--- config.mk ---
export PLATFORM = sky130hd
export DESIGN_NAME = tcm_top
export DESIGN_NICKNAME = d
export VERILOG_FILES = /design/src/pkg/tcm_pkg.sv /design/src/hw/tcm_ref_gen.sv /design/src/hw/tcm_top.sv
export SDC_FILE = /design/constraint.sdc
export NUM_CORES = 1
export LEC_CHECK = 0
export BUFFER_PORTS_ARGS = -buffer_cell sky130_fd_sc_hd__buf_2
export CORE_ASPECT_RATIO = 1.2
export CORE_MARGIN = 2
export CORE_UTILIZATION = 40
export DETAILED_ROUTE_END_ITERATION = 10
export PLACE_DENSITY_LB_ADDON = 0.25
export SLEW_MARGIN = 15
export SYNTH_ARGS = -nofsm -noshare
export SYNTH_HDL_FRONTEND = slang
export SYNTH_SLANG_ARGS = --single-unit
--- constraint.sdc ---
create_clock -name i_clock -period 2.11 [get_ports i_clock]
set_input_delay 0.422 -clock i_clock [delete_from_list [all_inputs] [get_ports i_clock]]
set_output_delay 0.422 -clock i_clock [all_outputs]
set_load 0.05 [all_outputs]
--- src/pkg/tcm_pkg.sv ---
// Package of constants and carrier types for the channel 3/4 mode control block.
package tcm_pkg;
  // ---------------------------------------------------------------------------
  // Register map
  // ---------------------------------------------------------------------------
  localparam logic [7:0]  MODE_CTRL_OFFS   = 8'h1C;
  localparam logic [7:0]  CH3_VALUE_OFFS   = 8'h3C;
  localparam logic [7:0]  TIMER_CTRL_OFFS  = 8'h40;
  localparam logic [7:0]  STATUS_OFFS      = 8'h44;
  localparam logic [31:0] MODE_CTRL_RESET  = 32'h0000_0000;
  localparam logic [15:0] CH3_VALUE_RESET  = 16'h0000;
  // ---------------------------------------------------------------------------
  // Field positions of the mode control register
  // ---------------------------------------------------------------------------
  localparam int CH4_FAST_BIT   = 10;
  localparam int CH4_SEL_LSB    = 8;
  localparam int CH3_CLEAR_BIT  = 7;
  localparam int CH3_MODE_LSB   = 4;
  localparam int CH3_PRELOAD_BIT = 3;
  localparam int CH3_FAST_BIT   = 2;
  localparam int CH3_SEL_LSB    = 0;
  // Timer control register fields (local copy of loose control bits).
  localparam int CH4_ENABLE_BIT = 0;
  localparam int CH3_ENABLE_BIT = 1;
  localparam int CH3_POL_BIT    = 2;
  localparam int CH3_NPOL_BIT   = 3;
  localparam int LOCK_LSB       = 4;
  localparam int TRIG_INT_BIT   = 6;
  localparam logic [1:0] LOCK_LEVEL_FULL = 2'h3;
  // ---------------------------------------------------------------------------
  // Encodings
  // ---------------------------------------------------------------------------
  localparam logic [1:0] SEL_OUTPUT     = 2'h0;
  localparam logic [1:0] SEL_INPUT_OWN  = 2'h1;
  localparam logic [1:0] SEL_INPUT_PAIR = 2'h2;
  localparam logic [1:0] SEL_INPUT_TRIG = 2'h3;
  typedef enum logic [2:0] {
    MODE_FROZEN  = 3'h0,
    MODE_SET     = 3'h1,
    MODE_CLEAR   = 3'h2,
    MODE_TOGGLE  = 3'h3,
    MODE_FORCE_L = 3'h4,
    MODE_FORCE_H = 3'h5,
    MODE_PWM1    = 3'h6,
    MODE_PWM2    = 3'h7
  } tcm_mode_t;
  // Trigger-to-reference delays in timer clocks: without and with fast enable.
  localparam int TRIG_DELAY_SLOW = 5;
  localparam int TRIG_DELAY_FAST = 3;
  localparam logic [2:0] TRIG_DELAY_SLOW_C = 3'(TRIG_DELAY_SLOW - 1);
  localparam logic [2:0] TRIG_DELAY_FAST_C = 3'(TRIG_DELAY_FAST - 1);
  // ---------------------------------------------------------------------------
  // Carriers
  // ---------------------------------------------------------------------------
  typedef struct packed {
    logic        cyc;
    logic        stb;
    logic        we;
    logic [3:0]  sel;
    logic [7:0]  adr;
    logic [31:0] dat;
  } tcm_wb_req_t;
  typedef struct packed {
    logic [15:0] count;
    logic        count_down;
    logic        update_event;
    logic        trigger_edge;
    logic        ext_trigger;
  } tcm_counter_t;
endpackage

--- src/hw/tcm_ref_gen.sv ---
// Channel 3 compare reference generator.
`timescale 1ns/1ns
`default_nettype none
module tcm_ref_gen (
  input  wire logic         i_clock,
  input  wire logic         i_resetn,
  input  wire logic [2:0]   i_mode,
  input  wire logic         i_clear_en,
  input  wire logic         i_fast_en,
  input  wire logic [15:0]  i_value,
  input  wire tcm_pkg::tcm_counter_t i_cnt,
  output logic              o_ref
);
  logic       ref_r;
  logic       ref_nxt;
  logic [2:0] mode_d_r;
  logic       cmp_d_r;
  logic       cmp_now;
  logic       match;
  logic       pwm;
  logic [2:0] trig_cnt_r;
  logic [2:0] trig_cnt_nxt;
  logic       trig_busy_r;
  logic       trig_busy_nxt;
  logic       trig_fire;

  assign o_ref = ref_r;
  assign match = (i_cnt.count == i_value);
  assign pwm   = (i_mode == tcm_pkg::MODE_PWM1) || (i_mode == tcm_pkg::MODE_PWM2);
  // PWM level for mode 1; mode 2 is its inverse.
  assign cmp_now = i_cnt.count_down ? !(i_cnt.count > i_value) : (i_cnt.count < i_value);

  // ---------------------------------------------------------------------------
  // Trigger acceleration
  // ---------------------------------------------------------------------------
  // In the PWM modes a trigger edge acts as a match after a fixed delay, shorter with fast enable.
  always_comb begin
    trig_cnt_nxt  = trig_cnt_r;
    trig_busy_nxt = trig_busy_r;
    trig_fire     = 1'b0;
    if (trig_busy_r) begin
      if (trig_cnt_r == 3'h0) begin
        trig_busy_nxt = 1'b0;
        trig_fire     = 1'b1;
      end else begin
        trig_cnt_nxt = trig_cnt_r - 3'h1;
      end
    end else if (i_cnt.trigger_edge && pwm) begin
      trig_busy_nxt = 1'b1;
      trig_cnt_nxt  = i_fast_en ? tcm_pkg::TRIG_DELAY_FAST_C - 3'h1
                                : tcm_pkg::TRIG_DELAY_SLOW_C - 3'h1;
    end
  end

  // ---------------------------------------------------------------------------
  // Reference level
  // ---------------------------------------------------------------------------
  always_comb begin
    ref_nxt = ref_r;
    case (tcm_pkg::tcm_mode_t'(i_mode))
      tcm_pkg::MODE_FROZEN:  ref_nxt = ref_r;
      tcm_pkg::MODE_SET:     if (match) ref_nxt = 1'b1;
      tcm_pkg::MODE_CLEAR:   if (match) ref_nxt = 1'b0;
      tcm_pkg::MODE_TOGGLE:  if (match) ref_nxt = !ref_r;
      tcm_pkg::MODE_FORCE_L: ref_nxt = 1'b0;
      tcm_pkg::MODE_FORCE_H: ref_nxt = 1'b1;
      tcm_pkg::MODE_PWM1, tcm_pkg::MODE_PWM2: begin
        // Compare drives the level only on an outcome change or on leaving frozen; a trigger fire also sets it.
        if ((cmp_now != cmp_d_r) || (mode_d_r == tcm_pkg::MODE_FROZEN)) begin
          ref_nxt = (i_mode == tcm_pkg::MODE_PWM1) ? cmp_now : !cmp_now;
        end
        if (trig_fire) begin
          ref_nxt = (i_mode == tcm_pkg::MODE_PWM1);
        end
      end
      default: ref_nxt = ref_r;
    endcase
    if (i_clear_en && i_cnt.ext_trigger) begin
      ref_nxt = 1'b0;
    end
  end

  always_ff @(posedge i_clock or negedge i_resetn) begin
    if (!i_resetn) begin
      ref_r       <= 1'b0;
      mode_d_r    <= 3'h0;
      cmp_d_r     <= 1'b0;
      trig_cnt_r  <= 3'h0;
      trig_busy_r <= 1'b0;
    end else begin
      ref_r       <= ref_nxt;
      mode_d_r    <= i_mode;
      cmp_d_r     <= cmp_now;
      trig_cnt_r  <= trig_cnt_nxt;
      trig_busy_r <= trig_busy_nxt;
    end
  end
endmodule
`default_nettype wire

--- src/hw/tcm_top.sv ---
// Channel 3/4 mode control with Wishbone register access.
//
// The register addresses and the Wishbone register port are this design's own decisions.
`timescale 1ns/1ns
`default_nettype none
module tcm_top (
  input  wire logic                  i_clock,
  input  wire logic                  i_resetn,
  input  wire tcm_pkg::tcm_wb_req_t  i_wb,
  output logic                       o_wb_ack,
  output logic [31:0]                o_wb_dat,
  input  wire tcm_pkg::tcm_counter_t i_cnt,
  input  wire logic                  i_timer_input_three,
  input  wire logic                  i_timer_input_four,
  input  wire logic                  i_internal_trigger_source,
  output logic                       o_ch3_true_output,
  output logic                       o_ch3_complement_output,
  output logic                       o_ch4_is_output,
  output logic                       o_ch4_capture_input
);
  logic [31:0] mode_r;
  logic [31:0] mode_nxt;
  logic [6:0]  tctl_r;
  logic [6:0]  tctl_nxt;
  logic [15:0] value_r;
  logic [15:0] value_nxt;
  logic [15:0] shadow_r;
  logic [15:0] shadow_nxt;
  logic        ack_r;
  logic [31:0] rdat_r;
  logic [31:0] rdat_nxt;
  logic        out_t_r;
  logic        out_c_r;
  logic        ch4_out_r;
  logic        ch4_in_r;
  logic        ch4_in_nxt;
  logic        ref_w;
  logic        req;
  logic        wr;
  logic        lock3;
  logic        preload;

  // ---------------------------------------------------------------------------
  // Helpers
  // ---------------------------------------------------------------------------
  // Merge a write under byte enables.
  function automatic logic [31:0] tcm_merge(input logic [31:0] old_v,
                                            input logic [31:0] new_v,
                                            input logic [3:0]  sel);
    logic [31:0] res;
    res = old_v;
    for (int b = 0; b < 4; b++) begin
      if (sel[b]) res[b*8 +: 8] = new_v[b*8 +: 8];
    end
    return res;
  endfunction

  assign req     = i_wb.cyc && i_wb.stb && !ack_r;
  assign wr      = req && i_wb.we;
  assign preload = mode_r[tcm_pkg::CH3_PRELOAD_BIT];
  assign lock3   = (tctl_r[tcm_pkg::LOCK_LSB +: 2] == tcm_pkg::LOCK_LEVEL_FULL)
                && (mode_r[tcm_pkg::CH3_SEL_LSB +: 2] == tcm_pkg::SEL_OUTPUT);

  // ---------------------------------------------------------------------------
  // Register writes
  // ---------------------------------------------------------------------------
  always_comb begin
    logic [31:0] m;
    m          = tcm_merge(mode_r, i_wb.dat, i_wb.sel);
    mode_nxt   = mode_r;
    tctl_nxt   = tctl_r;
    value_nxt  = value_r;
    shadow_nxt = shadow_r;
    if (wr && (i_wb.adr == tcm_pkg::MODE_CTRL_OFFS)) begin
      // Only bits 10:0 are implemented; upper bits stay zero.
      mode_nxt[tcm_pkg::CH4_FAST_BIT] = m[tcm_pkg::CH4_FAST_BIT];
      if (!tctl_r[tcm_pkg::CH4_ENABLE_BIT]) begin
        mode_nxt[tcm_pkg::CH4_SEL_LSB +: 2] = m[tcm_pkg::CH4_SEL_LSB +: 2];
      end
      if (!lock3) begin
        mode_nxt[tcm_pkg::CH3_CLEAR_BIT]    = m[tcm_pkg::CH3_CLEAR_BIT];
        mode_nxt[tcm_pkg::CH3_MODE_LSB +: 3] = m[tcm_pkg::CH3_MODE_LSB +: 3];
        mode_nxt[tcm_pkg::CH3_PRELOAD_BIT]  = m[tcm_pkg::CH3_PRELOAD_BIT];
        mode_nxt[tcm_pkg::CH3_FAST_BIT]     = m[tcm_pkg::CH3_FAST_BIT];
      end
      if (!tctl_r[tcm_pkg::CH3_ENABLE_BIT]) begin
        mode_nxt[tcm_pkg::CH3_SEL_LSB +: 2] = m[tcm_pkg::CH3_SEL_LSB +: 2];
      end
    end
    if (wr && (i_wb.adr == tcm_pkg::TIMER_CTRL_OFFS)) begin
      tctl_nxt = m[6:0];
    end
    if (wr && (i_wb.adr == tcm_pkg::CH3_VALUE_OFFS)) begin
      shadow_nxt = m[15:0];
      if (!preload) begin
        value_nxt = m[15:0];
      end
    end
    // Update event copies the shadow only when preloading; a same-cycle write
    // still lands in the shadow and is picked up at the following update.
    if (preload && i_cnt.update_event) begin
      value_nxt = shadow_r;
    end
  end

  // ---------------------------------------------------------------------------
  // Read path and acknowledge
  // ---------------------------------------------------------------------------
  // Read data is refreshed only by a taken request, so it stays put between
  // transfers even while the address lines wander or the status moves.
  always_comb begin
    rdat_nxt = rdat_r;
    if (req) begin
      case (i_wb.adr)
        tcm_pkg::MODE_CTRL_OFFS:  rdat_nxt = mode_r;
        tcm_pkg::CH3_VALUE_OFFS:  rdat_nxt = {16'h0000, preload ? shadow_r : value_r};
        tcm_pkg::TIMER_CTRL_OFFS: rdat_nxt = {25'h0000000, tctl_r};
        tcm_pkg::STATUS_OFFS:     rdat_nxt = {28'h0000000, ch4_in_r, ch4_out_r, out_c_r, ref_w};
        default:                  rdat_nxt = 32'h0000_0000;
      endcase
    end
  end

  // ---------------------------------------------------------------------------
  // Channel 4 input routing
  // ---------------------------------------------------------------------------
  always_comb begin
    ch4_in_nxt = 1'b0;
    case (mode_r[tcm_pkg::CH4_SEL_LSB +: 2])
      tcm_pkg::SEL_INPUT_OWN:  ch4_in_nxt = i_timer_input_four;
      tcm_pkg::SEL_INPUT_PAIR: ch4_in_nxt = i_timer_input_three;
      tcm_pkg::SEL_INPUT_TRIG: ch4_in_nxt = tctl_r[tcm_pkg::TRIG_INT_BIT]
                                            && i_internal_trigger_source;
      default:                 ch4_in_nxt = 1'b0;
    endcase
  end

  tcm_ref_gen u_ref (
    .i_clock    (i_clock),
    .i_resetn   (i_resetn),
    .i_mode     (mode_r[tcm_pkg::CH3_MODE_LSB +: 3]),
    .i_clear_en (mode_r[tcm_pkg::CH3_CLEAR_BIT]),
    .i_fast_en  (mode_r[tcm_pkg::CH3_FAST_BIT]),
    .i_value    (value_r),
    .i_cnt      (i_cnt),
    .o_ref      (ref_w)
  );

  // ---------------------------------------------------------------------------
  // Registers
  // ---------------------------------------------------------------------------
  always_ff @(posedge i_clock or negedge i_resetn) begin
    if (!i_resetn) begin
      mode_r    <= tcm_pkg::MODE_CTRL_RESET;
      tctl_r    <= 7'h00;
      value_r   <= tcm_pkg::CH3_VALUE_RESET;
      shadow_r  <= tcm_pkg::CH3_VALUE_RESET;
      ack_r     <= 1'b0;
      rdat_r    <= 32'h0000_0000;
      out_t_r   <= 1'b0;
      out_c_r   <= 1'b0;
      ch4_out_r <= 1'b1;
      ch4_in_r  <= 1'b0;
    end else begin
      mode_r    <= mode_nxt;
      tctl_r    <= tctl_nxt;
      value_r   <= value_nxt;
      shadow_r  <= shadow_nxt;
      ack_r     <= req;
      rdat_r    <= rdat_nxt;
      // Polarity bit set means the output is active low.
      out_t_r   <= ref_w ^ tctl_r[tcm_pkg::CH3_POL_BIT];
      out_c_r   <= !ref_w ^ tctl_r[tcm_pkg::CH3_NPOL_BIT];
      ch4_out_r <= (mode_r[tcm_pkg::CH4_SEL_LSB +: 2] == tcm_pkg::SEL_OUTPUT);
      ch4_in_r  <= ch4_in_nxt;
    end
  end

  assign o_wb_ack                = ack_r;
  assign o_wb_dat                = rdat_r;
  assign o_ch3_true_output       = out_t_r;
  assign o_ch3_complement_output = out_c_r;
  assign o_ch4_is_output         = ch4_out_r;
  assign o_ch4_capture_input     = ch4_in_r;
endmodule
`default_nettype wire

# == Word level (Yosys, flattened, before mapping) ==
# Index checks and enable logic that the tools add are counted.
# Widths: inputs -> output; s select.
# totals
word_cells,107
output_inout_bits,37
in_bits,72
ff_bits,96
# classes
n_addsub,1
n_reduce_logical,31
n_bitwise,5
mux,26
n_eq_ne,24
order_cmp,2
# op_table
operator,count
$mux 16,4
$pmux 16 s4,1
$eq 16x16->1,1
$eq 8x7->1 const B,2
$gt 16x16->1,1
$lt 16x16->1,1
$mux 8,2
$mux 1,13
$eq 3x3->1 const B,4
$logic_and 1x1->1,11
$reduce_and 2->1,5
$logic_not 3->1,3
$mux 3,3
$ne 3x1->1 const B,3
$eq 8x5->1 const B,1
$eq 8x6->1 const B,1
$eq 2x2->1 const B,3
$eq 3x2->1 const B,2
$pmux 1 s6,1
$reduce_and 5->1,1
$logic_not 1->1,4
$logic_not 2->1,2
$ne 2x1->1 const B,2
$ne 4x1->1 const B,1
12 further kinds,17

# == Depth between registers and ports, before layout ==
# depth
depth_word,9
ltp_mapped,8
ltp_nobuf,8

# == Hierarchy ==
# A second synthesis with hierarchy kept.
# unflattened
hier_cells,438
area_unflattened_um2,4523.1
# modules_own_cells
mod,cells_per_inst,seq_area_each_um2,area_per_inst_um2,instances
tcm_top,330,1778.0,3582.2,1
tcm_ref_gen,108,225.2,940.9,1

# == Worst setup path before layout ==
# No wires, ideal clock.
# synth_path
path_type,input to register
from,input port i_cnt[18] (netlist bit)
to,"register u_ref.ref_r, in the netlist u_ref.o_ref"
n_path_buf,0
path_slack_ns,0.072
t_required_ns,2.016
t_arrival_ns,1.945
setup_time_ns,0.094
path_stages,7
path_cell_list,ha_1 -> nand4_2 -> or3_1 -> a21o_1 -> a32oi_4 -> mux2i_1 -> a221oi_2
# synth_via
elab_chain_cells,9
word_cells_on_any_way,18
classes_between,order compare: 2; eq/ne: 6; mux: 6; reduce/logical: 4
# synth_rtl
element,line_no,rtl
start: declaration,tcm_top.sv:12,"input wire tcm_pkg::tcm_counter_t i_cnt,"
$gt 16x16->1,tcm_ref_gen.sv:31,assign cmp_now = i_cnt.count_down ? !(i_cnt.count > i_value) : (i_cnt.count < i_value);
$logic_not 1->1,tcm_ref_gen.sv:31,
$mux 1,tcm_ref_gen.sv:31,
$logic_not 1->1,tcm_ref_gen.sv:70,ref_nxt = (i_mode == tcm_pkg::MODE_PWM1) ? cmp_now : !cmp_now;
$mux 1,tcm_ref_gen.sv:70,
$mux 1,tcm_ref_gen.sv:69,if ((cmp_now != cmp_d_r) || (mode_d_r == tcm_pkg::MODE_FROZEN)) begin
$mux 1,tcm_ref_gen.sv:72,if (trig_fire) begin
$pmux 1 s6,tcm_ref_gen.sv:60,case (tcm_pkg::tcm_mode_t'(i_mode))
$mux 1,tcm_ref_gen.sv:78,if (i_clear_en && i_cnt.ext_trigger) begin
end signal: assignment,tcm_ref_gen.sv:91,ref_r <= ref_nxt;
end: declaration,tcm_ref_gen.sv:14,logic ref_r;
# Several ways; a longest one is shown, not always the timed one. The select of a mux whose other input is x is not followed.
# A chain may end at the register's enable or synchronous reset.

# == Worst setup path in the final report ==
# layout_path
from,register value_r[14]
to,"register u_ref.ref_r, in the netlist u_ref.o_ref"
# layout_via
elab_chain_cells,9
word_cells_on_any_way,18
classes_between,order compare: 2; eq/ne: 6; mux: 6; reduce/logical: 4
# layout_rtl
element,line_no,rtl
start: declaration,tcm_top.sv:25,logic [15:0] value_r;
start signal: assignment,tcm_top.sv:156,value_r <= tcm_pkg::CH3_VALUE_RESET;
start signal: assignment,tcm_top.sv:167,value_r <= value_nxt;
$gt 16x16->1,tcm_ref_gen.sv:31,
$logic_not 1->1,tcm_ref_gen.sv:31,
$mux 1,tcm_ref_gen.sv:31,
$logic_not 1->1,tcm_ref_gen.sv:70,
$mux 1,tcm_ref_gen.sv:70,
$mux 1,tcm_ref_gen.sv:69,
$mux 1,tcm_ref_gen.sv:72,
$pmux 1 s6,tcm_ref_gen.sv:60,
$mux 1,tcm_ref_gen.sv:78,
# Several ways; a longest one is shown, not always the timed one. The select of a mux whose other input is x is not followed.

==> run_results.csv <==
group,metric,value,unit
critical_path,required,2.36,ns
final_layout,diodes,0,
drt,antenna_left,0,
critical_path,r2r_cells,8,
placement,portBuffers,74,
timing,worst_pin_slew,0.662,ns
floorplanning,die_h,116,um
critical_path,cp_top_family,"compound AO/OA/AOI/OAI gates",
drt,vias_per_cell,5.19,
power,p_leak,2.40,nW
drt,drtIter0Drc,188,
drt,num_vias,3540,
final_layout,drive_above_1_share,25.7,%
timing,finalHoldViolations,0,
final_layout,layout.nets,639,
status,status,"complete, no violations",
synth,ys.flop_type,"dfrtp_1",
critical_path,rrSetupSlack,0.03,ns
power,power.density,667,mW/mm^2
synth,synth_area,0.00422,mm^2
drt,wl_per_cell,15.6,um
cts,cts_max_level,3,
timing,fmax,481,MHz
min_path,hp-start,"i_timer_input_four",
placement,pre_cts_slack,-0.139,ns
min_path,hold_depth,3,
min_path,hold_path_class,"input port to register",
grt,grt_pass1_vias,3487,
cts,root_buffer,"clkbuf_16",
synth,synthArstFlopShare,100,%
min_path,hold_path_end,"o_ch4_capture_input$_DFF_PN0_",
critical_path,slowest_delay,0.39,ns
critical_path,crit_type,"register to register",
synth,ys_types,54,
drt,route.detailed.drc,0,
floorplanning,io_pins,109,
timing,finClkSkew,0.00732,ns
final_layout,final_cell_mix,"81 x nand2_1, 79 x dfrtp_1, 73 x buf_2",
placement,gp_congestion,0.781,
timing,rsz0062_at_grt,"true",
grt,globalRouteOverflowTotal,0,
timing,finalSetupViolCount,0,
final_layout,area_growth,23.4,%
timing,period_share,98.6,%
cts,cts_tree,"done",
floorplanning,num_rows,41,
timing,final-max-slew-violation-count,0,
critical_path,worst_r2r_startpoint,"value_r[14]$_DFFE_PN0P_",
floorplanning,dieArea,0.0114,mm^2
drt,dr.pass1.iters,5,
cts,cts_num_sinks,80,
synth,synth_edf_count,0,
timing,relSlewSlack,55.9,%
grt,grt_max_degree,66,
cts,cts_made_buffers,9,
timing,fin_crit,2.08,ns
final_layout,final_common_cell,"nand2_1",
grt,grtUsageTotal,19.3,%
critical_path,arrival,2.33,ns
synth,yosysWarnings,0,
job,cap_violations,0,
critical_path,crit_chain,"inv_2 -> ha_4 -> nand4_4 -> or3_1 -> a21o_1 -> a32oi_4 -> mux2i_1 -> a221oi_2",
critical_path,cp_slowest_cell,"or3_1",
critical_path,end_kind,"register",
critical_path,rr_endpoint,"u_ref.o_ref$_DFFE_PN0P_",
final_layout,final_core_util,50.0,%
synth,seq_area_frac_synth,47.5,%
critical_path,crit_buf_inv,1,
drt,drt_wl_total,10.6,mm
final_layout,n_fill_cell,989,
grt,grt_pass1_wl,17.1,mm
grt,antenna_found_initial,0,
cts,path_clk_slew,0.06,ns
timing,finalWorstSetupSlack,0.0296,ns
floorplanning,die_w,97.7,um
floorplanning,core_area,0.0104,mm^2
power,peakVddDrop,0.340,mV
cts,clock_latency,0.34,ns
synth,avgSynthCellArea,9.23,um^2
timing,tns,0,ns
floorplanning,start_util,40.5,%
synth,syn_inst,457,
critical_path,path_max_fanout,3,
critical_path,worst_setup_path_start_kind,"register",
cts,clockBufferDepth,2,
placement,dpl.hpwl,7.89,mm
synth,synth_seq_cells,80,
[worst max-delay path by stage]
| stage | from | slack, ns | cells after the start | endpoint |
|---|---|---|---|---|
| after floorplan | i_cnt[18] | 0.07 | 7 | u_ref.o_ref$_DFFE_PN0P_ |
| after global placement | i_cnt[18] | -0.11 | 8 | u_ref.o_ref$_DFFE_PN0P_ |
| after detailed placement | i_cnt[17] | -0.14 | 8 | u_ref.o_ref$_DFFE_PN0P_ |
| after CTS | value_r[10]$_DFFE_PN0P_ | 0.0006 | 8 | u_ref.o_ref$_DFFE_PN0P_ |
| after global routing | value_r[14]$_DFFE_PN0P_ | -0.04 | 8 | u_ref.o_ref$_DFFE_PN0P_ |
| final | value_r[14]$_DFFE_PN0P_ | 0.03 | 8 | u_ref.o_ref$_DFFE_PN0P_ |
[metal layers]
| metal | track usage [%] | up-vias | part of all wire (%) |
|---|---|---|---|
| met5 | 0 | - | 0 |
| met4 | 8.98 | 0 | 3.2 |
| met3 | 2.93 | 21 | 4.0 |
| met2 | 33.9 | 89 | 51 |
| met1 | 23.7 | 1679 | 42 |
| li1 | - | 1751 | - |
[sequential cells by signal, indices dropped and copies added (netlist names)]
name / flops
mode_r: 11
o_ch3_complement_output: 1
o_ch3_true_output: 1
o_ch4_capture_input: 1
o_ch4_is_output: 1
o_wb_ack: 1
o_wb_dat: 16
shadow_r: 16
tctl_r: 7
u_ref.cmp_d_r: 1
u_ref.mode_d_r: 3
u_ref.o_ref: 1
u_ref.trig_busy_r: 1
u_ref.trig_cnt_r: 3
value_r: 16
[worst reg2reg max path, cell delays in order (launching register included)]
cell	delay, ns
dfrtp_1	0.37
inv_2	0.06
ha_4	0.28
nand4_4	0.11
or3_1	0.39
a21o_1	0.19
a32oi_4	0.23
mux2i_1	0.13
a221oi_2	0.24
[metrics by stage]
step,hold slack [ns],power [mW],instances,instance area [um^2]
final,0.345,3.47,682,5200
after global routing,0.365,3.60,682,5200
after CTS,0.345,3.47,680,5150
after detailed placement,0.302,2.08,660,4780
after global placement,0.300,2.07,660,4780
after floorplan,0.126,1.93,472,4270
[cell type report]
| type | count | area (um^2) | area share [%] |
|---|---|---|---|
| Clock buffer | 11 | 233 | 4.47 |
| Clock inverter | 4 | 22.5 | 0.433 |
| Inverter | 24 | 90.1 | 1.73 |
| Multi-Input combinational cell | 330 | 2080 | 40.0 |
| Sequential cell | 80 | 2000 | 38.5 |
| Tap cell | 129 | 161 | 3.10 |
| Timing Repair Buffer | 104 | 613 | 11.8 |
[synthesized netlist by cell type, types with 2 or more instances]
library cell / instances / area, um^2
nand2_1: 81 / 304
dfrtp_1: 79 / 1980
o21ai_0: 46 / 230
a21oi_1: 33 / 165
nor2_1: 29 / 109
inv_1: 24 / 90.1
mux2i_1: 24 / 240
ha_1: 18 / 225
buf_4: 16 / 120
clkbuf_1: 16 / 60.1
o21ai_1: 11 / 55.1
o211ai_1: 6 / 45.0
buf_2: 5 / 25.0
o31ai_1: 5 / 37.5
nand4_1: 4 / 25.0
o221ai_1: 4 / 35.0
o2bb2ai_1: 4 / 35.0
a221oi_1: 3 / 26.3
a22oi_1: 3 / 22.5
nor3_1: 3 / 15.0
a31oi_1: 2 / 12.5
and2_0: 2 / 12.5
and3_1: 2 / 12.5
and4b_1: 2 / 20.0
nand2b_1: 2 / 12.5
nand3_1: 2 / 10.0
nor4_1: 2 / 12.5
o221a_2: 2 / 22.5
xor2_1: 2 / 17.5
[report_power, final]
part           total, mW  internal [mW]  switching, mW
Clock               1.38          0.784          0.600
Sequential          1.62           1.58         0.0409
Combinational      0.466          0.168          0.299
[kinds of logic (layout without fill, tap and decap cells)]
logic type	count (synthesis)	in the layout	synth area share [%]
AND/OR/NAND/NOR	141	141	14.9
XOR/XNOR	3	3	0.623
other	1	16	0.0889
AO/OA/AOI/OAI	126	126	18.2
adder cells (fa/ha/maj)	18	18	5.34
buffers and inverters	62	143	7.09
flip-flops	80	80	47.5
multiplexers	26	26	6.23
[what timing repair did]
item,4_1_cts,5_1_grt
gates resized for setup,9,7
pin swaps,4,3
endpoints found under the setup margin,1,1
hold buffers,1,0
buffers inserted,4,2
endpoints found under the hold margin,15,0
Note: power is estimated with default switching activity, not from simulation.
